$ cat config.mk
export PLATFORM = sky130hd
export DESIGN_NAME = ssq_stack_regs
export DESIGN_NICKNAME = d
export VERILOG_FILES = /design/src/hdl/ssq_pkg.sv /design/src/hdl/ssq_stack_regs.sv /design/src/hdl/ssq_slot.sv /design/src/hdl/ssq_walker.sv
export VERILOG_INCLUDE_DIRS = /design/src /design/src/hdl
export SDC_FILE = /design/constraint.sdc
export NUM_CORES = 1
export LEC_CHECK = 0
export BUFFER_PORTS_ARGS = -buffer_cell sky130_fd_sc_hd__buf_2
export CORE_MARGIN = 1
export CORE_UTILIZATION = 52
export CTS_CLUSTER_SIZE = 16
export DETAILED_ROUTE_END_ITERATION = 8
export PLACE_DENSITY = 0.76
export SLEW_MARGIN = 25
export SYNTH_ARGS = -nofsm -noshare
export SYNTH_HDL_FRONTEND = slang
export SYNTH_SLANG_ARGS = --single-unit
export TNS_END_PERCENT = 50
$ cat constraint.sdc
create_clock -name mclk -period 1.4 [get_ports mclk]
set_input_delay 0.07 -clock mclk [delete_from_list [all_inputs] [get_ports mclk]]
set_output_delay 0.07 -clock mclk [all_outputs]
set_load 0.02 [all_outputs]
$ cat src/hdl/ssq_defs.svh
/*
 * Offsets, field positions, reset values and widths of the four
 * channel-sequencer stack slots and the sequencer status word.
 * Assumes: included by bare name by the package and modules.
 */
`ifndef SSQ_DEFS_SVH
`define SSQ_DEFS_SVH

`define SSQ_ADDR_W          6
`define SSQ_DATA_W          16
`define SSQ_NUM_SLOTS       4
`define SSQ_OFF_SLOT_19     6'h33
`define SSQ_OFF_SLOT_20     6'h34
`define SSQ_OFF_SLOT_21     6'h35
`define SSQ_OFF_SLOT_22     6'h36
`define SSQ_OFF_STATUS      6'h3E
`define SSQ_RST_SLOT_19     16'h6600
`define SSQ_RST_SLOT_20     16'h6800
`define SSQ_RST_SLOT_21     16'h6A00
`define SSQ_RST_SLOT_22     16'h6C00
`define SSQ_BIT_ACCESS      15
`define SSQ_ADDR_HI         14
`define SSQ_ADDR_LO         9
`define SSQ_BIT_RETURN      8
`define SSQ_CHB_HI          7
`define SSQ_CHB_LO          4
`define SSQ_CHA_HI          3
`define SSQ_CHA_LO          0
`define SSQ_ACCESS_READ     1'h0
`define SSQ_ACCESS_WRITE    1'h1

`endif

$ cat src/hdl/ssq_pkg.sv
/*
 * Types shared by the stack-slot register bank.
 * Assumes: ssq_defs.svh is on the include path.
 */
`include "ssq_defs.svh"

package ssq_pkg;

    typedef logic [`SSQ_DATA_W-1:0] ssq_word_t;
    typedef logic [`SSQ_ADDR_W-1:0] ssq_addr_t;
    typedef logic [3:0]             ssq_chan_t;
    typedef logic [1:0]             ssq_idx_t;

    // Sequencer walk states, one-hot
    typedef enum logic [2:0] {
        SSQ_IDLE = 3'b001,
        SSQ_CONV = 3'b010,
        SSQ_STEP = 3'b100
    } ssq_state_t;

endpackage

$ cat src/hdl/ssq_stack_regs.sv
/*
 * Register bank of four sequencer stack slots with a plain register
 * port and a sequencer walk that presents the current channel pair.
 * Assumes: single clock mclk, strobes one cycle long, never together.
 */
`timescale 1ns/1ps
`default_nettype none
`include "ssq_defs.svh"

module ssq_stack_regs
    import ssq_pkg::*;
#(
    parameter int NUM_SLOTS = `SSQ_NUM_SLOTS
)
(
    input  wire logic           mclk,
    input  wire logic           rst_b,
    input  wire ssq_pkg::ssq_addr_t reg_addr,
    input  wire ssq_pkg::ssq_word_t reg_wdata,
    input  wire logic           reg_wr,
    input  wire logic           reg_rd,
    output ssq_pkg::ssq_word_t  reg_rdata,
    input  wire logic           seq_enable,
    input  wire logic           conv_start,
    input  wire logic           conv_done,
    output ssq_pkg::ssq_chan_t  conv_a_chan,
    output ssq_pkg::ssq_chan_t  conv_b_chan
);

    ////////////////////////////////////////////////////////////////////////
    // Address decode

    localparam ssq_addr_t SLOT_OFF [4] = '{`SSQ_OFF_SLOT_19, `SSQ_OFF_SLOT_20,
                                           `SSQ_OFF_SLOT_21, `SSQ_OFF_SLOT_22};
    localparam ssq_word_t SLOT_RST [4] = '{`SSQ_RST_SLOT_19, `SSQ_RST_SLOT_20,
                                           `SSQ_RST_SLOT_21, `SSQ_RST_SLOT_22};

    function automatic logic [3:0] slot_hit(input ssq_addr_t a);
        logic [3:0] h;
        h = 4'h0;
        for (int i = 0; i < 4; i++)
        begin
            h[i] = (a == SLOT_OFF[i]);
        end
        return h;
    endfunction

    logic [3:0] wr_hit;
    logic [3:0] rd_hit;
    assign wr_hit = reg_wr ? slot_hit(reg_addr) : 4'h0;
    assign rd_hit = slot_hit(reg_addr);

    ////////////////////////////////////////////////////////////////////////
    // Slots

    ssq_word_t            slot_val [4];
    ssq_chan_t            slot_cha [4];
    ssq_chan_t            slot_chb [4];
    logic [NUM_SLOTS-1:0] ret_flags;

    genvar g;
    generate
        for (g = 0; g < 4; g++)
        begin : g_slot
            ssq_slot #(
                .RESET_VAL (SLOT_RST[g])
            ) u_slot (
                .mclk        (mclk),
                .rst_b       (rst_b),
                .wr_en       (wr_hit[g]),
                .wdata       (reg_wdata),
                .return_flag (ret_flags[g]),
                .chan_a      (slot_cha[g]),
                .chan_b      (slot_chb[g]),
                .value       (slot_val[g])
            );
        end
    endgenerate

    ////////////////////////////////////////////////////////////////////////
    // Sequencer walk

    ssq_idx_t slot_idx;
    logic     busy;

    ssq_walker #(
        .NUM_SLOTS (NUM_SLOTS)
    ) u_walker (
        .mclk       (mclk),
        .rst_b      (rst_b),
        .seq_enable (seq_enable),
        .conv_start (conv_start),
        .conv_done  (conv_done),
        .ret_flags  (ret_flags),
        .slot_idx   (slot_idx),
        .busy       (busy)
    );

    ////////////////////////////////////////////////////////////////////////
    // State: read data and the latched channel pair

    typedef struct packed {
        ssq_word_t rdata;
        ssq_chan_t cha;
        ssq_chan_t chb;
    } ssq_top_state_t;

    ssq_top_state_t st_q;
    ssq_top_state_t st_d;

    always_comb
    begin
        st_d = st_q;
        st_d.rdata = '0;
        if (reg_rd)
        begin
            for (int i = 0; i < 4; i++)
            begin
                if (rd_hit[i])
                begin
                    st_d.rdata = slot_val[i];
                end
            end
            if (reg_addr == `SSQ_OFF_STATUS)
            begin
                st_d.rdata = {13'h0000, busy, slot_idx};
            end
        end
        // Channel codes latched at conversion start, raw encoding
        // A start while disabled is refused, as in the walker
        if (conv_start && !busy && seq_enable)
        begin
            st_d.cha = slot_cha[slot_idx];
            st_d.chb = slot_chb[slot_idx];
        end
    end

    always_ff @(posedge mclk or negedge rst_b)
    begin
        if (!rst_b)
        begin
            st_q.rdata <= '0;
            st_q.cha   <= '0;
            st_q.chb   <= '0;
        end
        else
        begin
            st_q <= st_d;
        end
    end

    assign reg_rdata   = st_q.rdata;
    assign conv_a_chan = st_q.cha;
    assign conv_b_chan = st_q.chb;

    ////////////////////////////////////////////////////////////////////////
    // Checks

    property p_rd_status;
        @(posedge mclk) disable iff (!rst_b)
        reg_rd && (reg_addr == `SSQ_OFF_STATUS)
            |=> (reg_rdata == {13'h0000, $past(busy), $past(slot_idx)});
    endproperty
    a_rd_status: assert property (p_rd_status) else $error("status read wrong");

    property p_rd_slot20;
        @(posedge mclk) disable iff (!rst_b)
        reg_rd && (reg_addr == `SSQ_OFF_SLOT_20) |=> (reg_rdata == $past(slot_val[1]));
    endproperty
    a_rd_slot20: assert property (p_rd_slot20) else $error("slot 0x34 read wrong");

    property p_rd_slot21;
        @(posedge mclk) disable iff (!rst_b)
        reg_rd && (reg_addr == `SSQ_OFF_SLOT_21) |=> (reg_rdata == $past(slot_val[2]));
    endproperty
    a_rd_slot21: assert property (p_rd_slot21) else $error("slot 0x35 read wrong");

    property p_rd_unmapped;
        @(posedge mclk) disable iff (!rst_b)
        reg_rd && (slot_hit(reg_addr) == 4'h0) && (reg_addr != `SSQ_OFF_STATUS)
            |=> (reg_rdata == 16'h0000);
    endproperty
    a_rd_unmapped: assert property (p_rd_unmapped) else $error("unmapped read not zero");

    property p_wr_slot19;
        @(posedge mclk) disable iff (!rst_b)
        reg_wr && (reg_addr == `SSQ_OFF_SLOT_19) |=> (slot_val[0] == $past(reg_wdata));
    endproperty
    a_wr_slot19: assert property (p_wr_slot19) else $error("slot 0x33 write lost");

    property p_wr_slot20;
        @(posedge mclk) disable iff (!rst_b)
        reg_wr && (reg_addr == `SSQ_OFF_SLOT_20) |=> (slot_val[1] == $past(reg_wdata));
    endproperty
    a_wr_slot20: assert property (p_wr_slot20) else $error("slot 0x34 word lost");

    property p_wr_slot21;
        @(posedge mclk) disable iff (!rst_b)
        reg_wr && (reg_addr == `SSQ_OFF_SLOT_21) |=> (slot_val[2] == $past(reg_wdata));
    endproperty
    a_wr_slot21: assert property (p_wr_slot21) else $error("slot 0x35 write lost");

    property p_wr_slot22;
        @(posedge mclk) disable iff (!rst_b)
        reg_wr && (reg_addr == `SSQ_OFF_SLOT_22) |=> (slot_val[3] == $past(reg_wdata));
    endproperty
    a_wr_slot22: assert property (p_wr_slot22) else $error("slot 0x36 write lost");

    property p_wr_other;
        @(posedge mclk) disable iff (!rst_b)
        reg_wr && (reg_addr != `SSQ_OFF_SLOT_19) |=> $stable(slot_val[0]);
    endproperty
    a_wr_other: assert property (p_wr_other) else $error("slot 0x33 hit by other write");

    property p_chan_a_field;
        @(posedge mclk) disable iff (!rst_b)
        conv_start && !busy && seq_enable
            |=> (conv_a_chan == $past(slot_val[slot_idx][`SSQ_CHA_HI:`SSQ_CHA_LO]));
    endproperty
    a_chan_a_field: assert property (p_chan_a_field) else $error("channel A field wrong");

    property p_chan_b_field;
        @(posedge mclk) disable iff (!rst_b)
        conv_start && !busy && seq_enable
            |=> (conv_b_chan == $past(slot_val[slot_idx][`SSQ_CHB_HI:`SSQ_CHB_LO]));
    endproperty
    a_chan_b_field: assert property (p_chan_b_field) else $error("channel B field wrong");

    property p_no_latch_off;
        @(posedge mclk) disable iff (!rst_b)
        conv_start && !seq_enable |=> $stable(conv_a_chan) && $stable(conv_b_chan);
    endproperty
    a_no_latch_off: assert property (p_no_latch_off) else $error("start taken while off");

    property p_busy_start;
        @(posedge mclk) disable iff (!rst_b)
        conv_start && seq_enable && !busy |=> busy;
    endproperty
    a_busy_start: assert property (p_busy_start) else $error("start not taken");

    property p_disable_index;
        @(posedge mclk) disable iff (!rst_b)
        !seq_enable && !busy |=> (slot_idx == 2'h0);
    endproperty
    a_disable_index: assert property (p_disable_index) else $error("index kept while off");

    property p_done_step;
        @(posedge mclk) disable iff (!rst_b)
        conv_done && busy |=> busy ##1 !busy;
    endproperty
    a_done_step: assert property (p_done_step) else $error("step after done wrong");

    property p_rd_slot19;
        @(posedge mclk) disable iff (!rst_b)
        reg_rd && (reg_addr == `SSQ_OFF_SLOT_19) |=> (reg_rdata == slot_val[0]);
    endproperty
    a_rd_slot19: assert property (p_rd_slot19) else $error("slot 0x33 read wrong");

    property p_rd_slot22;
        @(posedge mclk) disable iff (!rst_b)
        reg_rd && (reg_addr == `SSQ_OFF_SLOT_22) |=> (reg_rdata == slot_val[3]);
    endproperty
    a_rd_slot22: assert property (p_rd_slot22) else $error("slot 0x36 read wrong");

    property p_wr_read_back;
        @(posedge mclk) disable iff (!rst_b)
        reg_wr && (reg_addr == `SSQ_OFF_SLOT_20) ##1 reg_rd && (reg_addr == `SSQ_OFF_SLOT_20)
            |=> (reg_rdata == $past(reg_wdata, 2));
    endproperty
    a_wr_read_back: assert property (p_wr_read_back) else $error("slot 0x34 write lost");

    property p_rd_idle_zero;
        @(posedge mclk) disable iff (!rst_b)
        !reg_rd |=> (reg_rdata == 16'h0000);
    endproperty
    a_rd_idle_zero: assert property (p_rd_idle_zero) else $error("read data outside read");

    property p_chan_latch;
        @(posedge mclk) disable iff (!rst_b)
        conv_start && !busy && seq_enable |=> (conv_a_chan == $past(slot_cha[slot_idx]))
                                && (conv_b_chan == $past(slot_chb[slot_idx]));
    endproperty
    a_chan_latch: assert property (p_chan_latch) else $error("channel pair not latched");

    property p_chan_stable;
        @(posedge mclk) disable iff (!rst_b)
        busy |=> $stable(conv_a_chan) && $stable(conv_b_chan);
    endproperty
    a_chan_stable: assert property (p_chan_stable) else $error("channel changed mid conversion");

endmodule
`default_nettype wire

$ cat src/hdl/ssq_slot.sv
/*
 * One 16-bit stack slot: holds access bit, address field, return flag
 * and the two channel fields, with its own reset value.
 * Assumes: write strobe already qualified by address decode.
 */
`timescale 1ns/1ps
`default_nettype none
`include "ssq_defs.svh"

module ssq_slot
    import ssq_pkg::*;
#(
    parameter logic [15:0] RESET_VAL = 16'h0000
)
(
    input  wire logic         mclk,
    input  wire logic         rst_b,
    input  wire logic         wr_en,
    input  wire ssq_pkg::ssq_word_t wdata,
    output logic              return_flag,
    output ssq_pkg::ssq_chan_t chan_a,
    output ssq_pkg::ssq_chan_t chan_b,
    output ssq_pkg::ssq_word_t value
);

    typedef struct packed {
        ssq_word_t word;
    } ssq_slot_state_t;

    ssq_slot_state_t st_q;
    ssq_slot_state_t st_d;

    always_comb
    begin
        st_d = st_q;
        if (wr_en)
        begin
            st_d.word = wdata;
        end
    end

    always_ff @(posedge mclk or negedge rst_b)
    begin
        if (!rst_b)
        begin
            st_q.word <= RESET_VAL;
        end
        else
        begin
            st_q <= st_d;
        end
    end

    assign value       = st_q.word;
    assign return_flag = st_q.word[`SSQ_BIT_RETURN];
    assign chan_b      = st_q.word[`SSQ_CHB_HI:`SSQ_CHB_LO];
    assign chan_a      = st_q.word[`SSQ_CHA_HI:`SSQ_CHA_LO];

    property p_slot_write;
        @(posedge mclk) disable iff (!rst_b)
        wr_en |=> (value == $past(wdata));
    endproperty
    a_slot_write: assert property (p_slot_write) else $error("slot write lost");

    property p_slot_hold;
        @(posedge mclk) disable iff (!rst_b)
        !wr_en |=> $stable(value);
    endproperty
    a_slot_hold: assert property (p_slot_hold) else $error("slot changed without write");

endmodule
`default_nettype wire

$ cat src/hdl/ssq_walker.sv
/*
 * Sequencer walk over the slots: at each completed conversion it moves
 * to the next slot, or to the first when the return flag is set.
 * Assumes: conv_done is a one-cycle pulse from the converter timing.
 */
`timescale 1ns/1ps
`default_nettype none
`include "ssq_defs.svh"

module ssq_walker
    import ssq_pkg::*;
#(
    parameter int NUM_SLOTS = `SSQ_NUM_SLOTS
)
(
    input  wire logic            mclk,
    input  wire logic            rst_b,
    input  wire logic            seq_enable,
    input  wire logic            conv_start,
    input  wire logic            conv_done,
    input  wire logic [NUM_SLOTS-1:0] ret_flags,
    output ssq_pkg::ssq_idx_t    slot_idx,
    output logic                 busy
);

    typedef struct packed {
        ssq_state_t state;
        ssq_idx_t   idx;
    } ssq_walk_state_t;

    ssq_walk_state_t st_q;
    ssq_walk_state_t st_d;

    always_comb
    begin
        st_d = st_q;
        case (st_q.state)
            SSQ_IDLE:
            begin
                if (!seq_enable)
                begin
                    st_d.idx = '0;
                end
                else if (conv_start)
                begin
                    st_d.state = SSQ_CONV;
                end
            end
            SSQ_CONV:
            begin
                if (conv_done)
                begin
                    st_d.state = SSQ_STEP;
                end
            end
            SSQ_STEP:
            begin
                // Slot changes only once the conversion has finished
                if (ret_flags[st_q.idx] || (st_q.idx == ssq_idx_t'(NUM_SLOTS - 1)))
                begin
                    st_d.idx = '0;
                end
                else
                begin
                    st_d.idx = st_q.idx + 2'h1;
                end
                st_d.state = SSQ_IDLE;
            end
            default:
            begin
                st_d.state = SSQ_IDLE;
                st_d.idx   = '0;
            end
        endcase
    end

    always_ff @(posedge mclk or negedge rst_b)
    begin
        if (!rst_b)
        begin
            st_q.state <= SSQ_IDLE;
            st_q.idx   <= '0;
        end
        else
        begin
            st_q <= st_d;
        end
    end

    assign slot_idx = st_q.idx;
    assign busy     = (st_q.state != SSQ_IDLE);

    property p_return_first;
        @(posedge mclk) disable iff (!rst_b)
        (st_q.state == SSQ_STEP) && ret_flags[st_q.idx] |=> (slot_idx == 2'h0);
    endproperty
    a_return_first: assert property (p_return_first) else $error("return flag ignored");

    property p_advance;
        @(posedge mclk) disable iff (!rst_b)
        (st_q.state == SSQ_STEP) && !ret_flags[st_q.idx] && (st_q.idx != 2'h3)
            |=> (slot_idx == $past(slot_idx) + 2'h1);
    endproperty
    a_advance: assert property (p_advance) else $error("slot did not advance");

    property p_no_mid_change;
        @(posedge mclk) disable iff (!rst_b)
        (st_q.state == SSQ_CONV) |=> $stable(slot_idx);
    endproperty
    a_no_mid_change: assert property (p_no_mid_change) else $error("slot changed mid conversion");

endmodule
`default_nettype wire

==> reports/qor.txt <==
fin crit share - 107%
outcome - finished with violations
worst slew pin tran - 390 ps
max-cap viol count - 0
R2R setup slack - -100 ps
post-route ant nets - 0
Comb pwr share - 16.3%
CP peak stage delay - 540 ps
largest net degree at the start of global routing - 35
H-tree depth - 3
NetSw - 0.00154 W
Internal Dissipation - 0.00448 W
Residual DRC - 0
Rel. slew slack - 74.0%
drt pass-1 iters - 4
Synth cell types - 32
Std-Cell Rows - 32
Netlist Area Pre-Place - 0.00420 mm²
Post-Synthesis Cells - 299
Via Count - 2917
Core Area - 0.00777 mm²
slowest CP cell - dfstp_2
RSZ-0062 raised after global routing - true
Die W - 91.8 µm
clock buffer depth - 2
Net Sw Frac - 25.5%
DP Worst Slack - -127 ps
synth warn - 0
final setup margin - -102 ps
syn_area_per_cell - 14.0 µm²
Ant. Diodes - 0
failing checks - negative setup slack
Worst EP arrival - 1750 ps
fmax - 666 MHz
fin. max-slew vios - 0
die area - 0.00843 mm²
most common cell after layout, fill and taps aside - mux2_2
Clock Skew - 7.67 ps
Worst-Skew Late Latency - 360 ps
Seq cells post-synth - 93
synth-to-layout area growth - 28.0%
Congestion Overflow GR - 0
initial cell density of the core - 54.0%
CP endpoint kind - flop
Max FO, Critical Path - 5
Root Buffer - clkbuf_8
vias in the first global route - 3027
CTS sink count - 93
Setup TNS Final - -799 ps
delay-heaviest family, CP - flip-flops
IO Port Bufs - 52
crit path time final - 1500 ps
sequential-to-total area share from yosys stat - 55.9%
final hold vios - 0
Peak VDD IR - 0.590 mV
syn nets - 329
Nets - 431
# fillers - 558
clock group share of total power - 29.8%
Total GRT Usage - 24.3%
CTS tree - built
Worst Path Required - 1650 ps
ratio of cells with drive above 1 in the final layout - 56.4%
DP HPWL - 6.56 mm
Worst Path Buf+Inv - 0
CP Launch Type - flop
critical path type - flop to flop
Critical Path, Cell by Cell - nor3b_4, and3_4, mux2_4
DIE HEIGHT - 91.8 µm
initial antenna violation count - 0
clk slew on worst S/H paths - 90 ps
Iteration-0 DRC Markers - 140
register share of total power - 53.8%
# setup viols final - 10
CTS Buf Count - 9
Vias/cell - 5.74
routed wire length per instance - 19.0 µm
LEAKAGE - 2.57 nW
global-route wire length before repair - 15.4 mm
Ports - 53
Util after Layout - 69.1%
most frequent cells in the layout - 79 x mux2_2, 77 x dfrtp_1, 51 x buf_2
RD Place Congestion - 0.856
final WL - 9.63 mm
Worst Hold Class - input port to flop
Power per Cell Area - 1120 mW/mm²
## registers in the layout, indices dropped and copies added, names as in the netlist
name	flops
u_walker.st_q	3
u_walker.slot_idx	2
reg_rdata	16
conv_a_chan	4
g_slot.u_slot.value	64
conv_b_chan	4
## power groups by stage
stage                     registers (W)  logic (W)  clock network [W]
after floorplan                 0.00329   0.000467                  0
after global placement          0.00327   0.000850                  0
after detailed placement        0.00329   0.000890                  0
after CTS                       0.00323   0.000964            0.00182
after global routing            0.00327    0.00106            0.00194
final                           0.00324   0.000983            0.00180
## path summary, 6_finish.rpt
kind | start | endpoint | cells after the start
worst max register to register | u_walker.st_q[2]$_DFFE_PN1P_ | conv_b_chan[3]$_DFFE_PN0P_ | 3
min in group asynchronous | rst_b | g_slot[0].u_slot.value[5]$_DFFE_PN0P_ | 2
worst min-delay path | reg_wdata[2] | g_slot[0].u_slot.value[2]$_DFFE_PN0P_ | 2
worst min register to register | g_slot[3].u_slot.value[15]$_DFFE_PN0P_ | g_slot[3].u_slot.value[15]$_DFFE_PN0P_ | 1
worst max-delay path | u_walker.st_q[2]$_DFFE_PN1P_ | conv_b_chan[3]$_DFFE_PN0P_ | 3
max in group asynchronous | rst_b | g_slot[3].u_slot.value[14]$_DFFE_PN1P_ | 3
## cell usage after synthesis
cell type,count,area share [%]
and2b_2,1,0.21
nand2_1,1,0.089
ha_1,1,0.30
nand4b_4,1,0.57
nand4_1,1,0.15
nor2_2,2,0.30
mux2_2,86,23
dfrtp_1,77,46
o21ai_0,6,0.72
nor2_1,18,1.6
a22o_1,1,0.21
nor4b_4,1,0.57
clkbuf_1,4,0.36
a221oi_1,13,2.7
nand3b_1,3,0.54
nor4_1,1,0.15
or2_2,1,0.15
mux4_2,9,4.8
nor3b_1,1,0.18
a21oi_1,4,0.48
and2_1,1,0.15
buf_2,10,1.2
and3_1,3,0.45
nand2_2,2,0.30
dfstp_2,16,10
buf_4,3,0.54
o221ai_1,3,0.63
inv_1,4,0.36
nand2b_1,3,0.45
or3b_2,1,0.21
nor3_1,20,2.4
and3b_1,1,0.21
## per-layer routing
metal / track usage [%] / wire length (µm) / up-vias
li1: - / - / 1315
met1: 31.3 / 4150 / 1509
met2: 40.7 / 4910 / 73
met3: 4.64 / 379 / 20
met4: 10.2 / 199 / 0
met5: 0 / 0 / -
## kinds of logic (layout without fill, tap and decap cells)
| family | count (synthesis) | after routing | share of synthesized area (%) |
|---|---|---|---|
| multiplexers | 95 | 95 | 27.9 |
| flip-flops | 93 | 93 | 55.9 |
| AND/OR/NAND/NOR | 62 | 63 | 8.65 |
| AO/OA/AOI/OAI | 27 | 27 | 4.74 |
| buffers and inverters | 21 | 127 | 2.45 |
| adder cells (fa/ha/maj) | 1 | 1 | 0.298 |
## area by class of cell
type | instances | area [µm²] | share of cell area [%]
clock buffers | 11 | 141 | 2.63
inverters | 4 | 15.0 | 0.280
repair buffers | 107 | 853 | 15.9
multi-input cells | 186 | 1820 | 34.0
flip-flops and latches | 93 | 2350 | 43.7
clock inverters | 5 | 60.1 | 1.12
well taps | 102 | 128 | 2.38
## stage by stage
| stage | power (W) | hold slack (ps) | instances | instance area (µm²) |
|---|---|---|---|---|
| 6_report | 0.00602 | 18.9 | 508 | 5370 |
| 3_5_place_dp | 0.00418 | 24.1 | 471 | 4900 |
| 4_1_cts | 0.00602 | 4.80 | 505 | 5320 |
| 3_3_place_gp | 0.00412 | 16.9 | 471 | 4900 |
| 5_1_grt | 0.00627 | 19.0 | 508 | 5370 |
| 2_1_floorplan | 0.00376 | -226 | 299 | 4210 |
## repair_timing
item	4_1_cts	5_1_grt
cloned	1	0
endpoints found under the setup margin	10	10
gates resized for setup	10	6
hold buffers	17	1
pin swaps	1	2
setup buffers	1	2
hold endpoints to repair	139	1
Note: power is estimated with default switching activity, not from simulation.
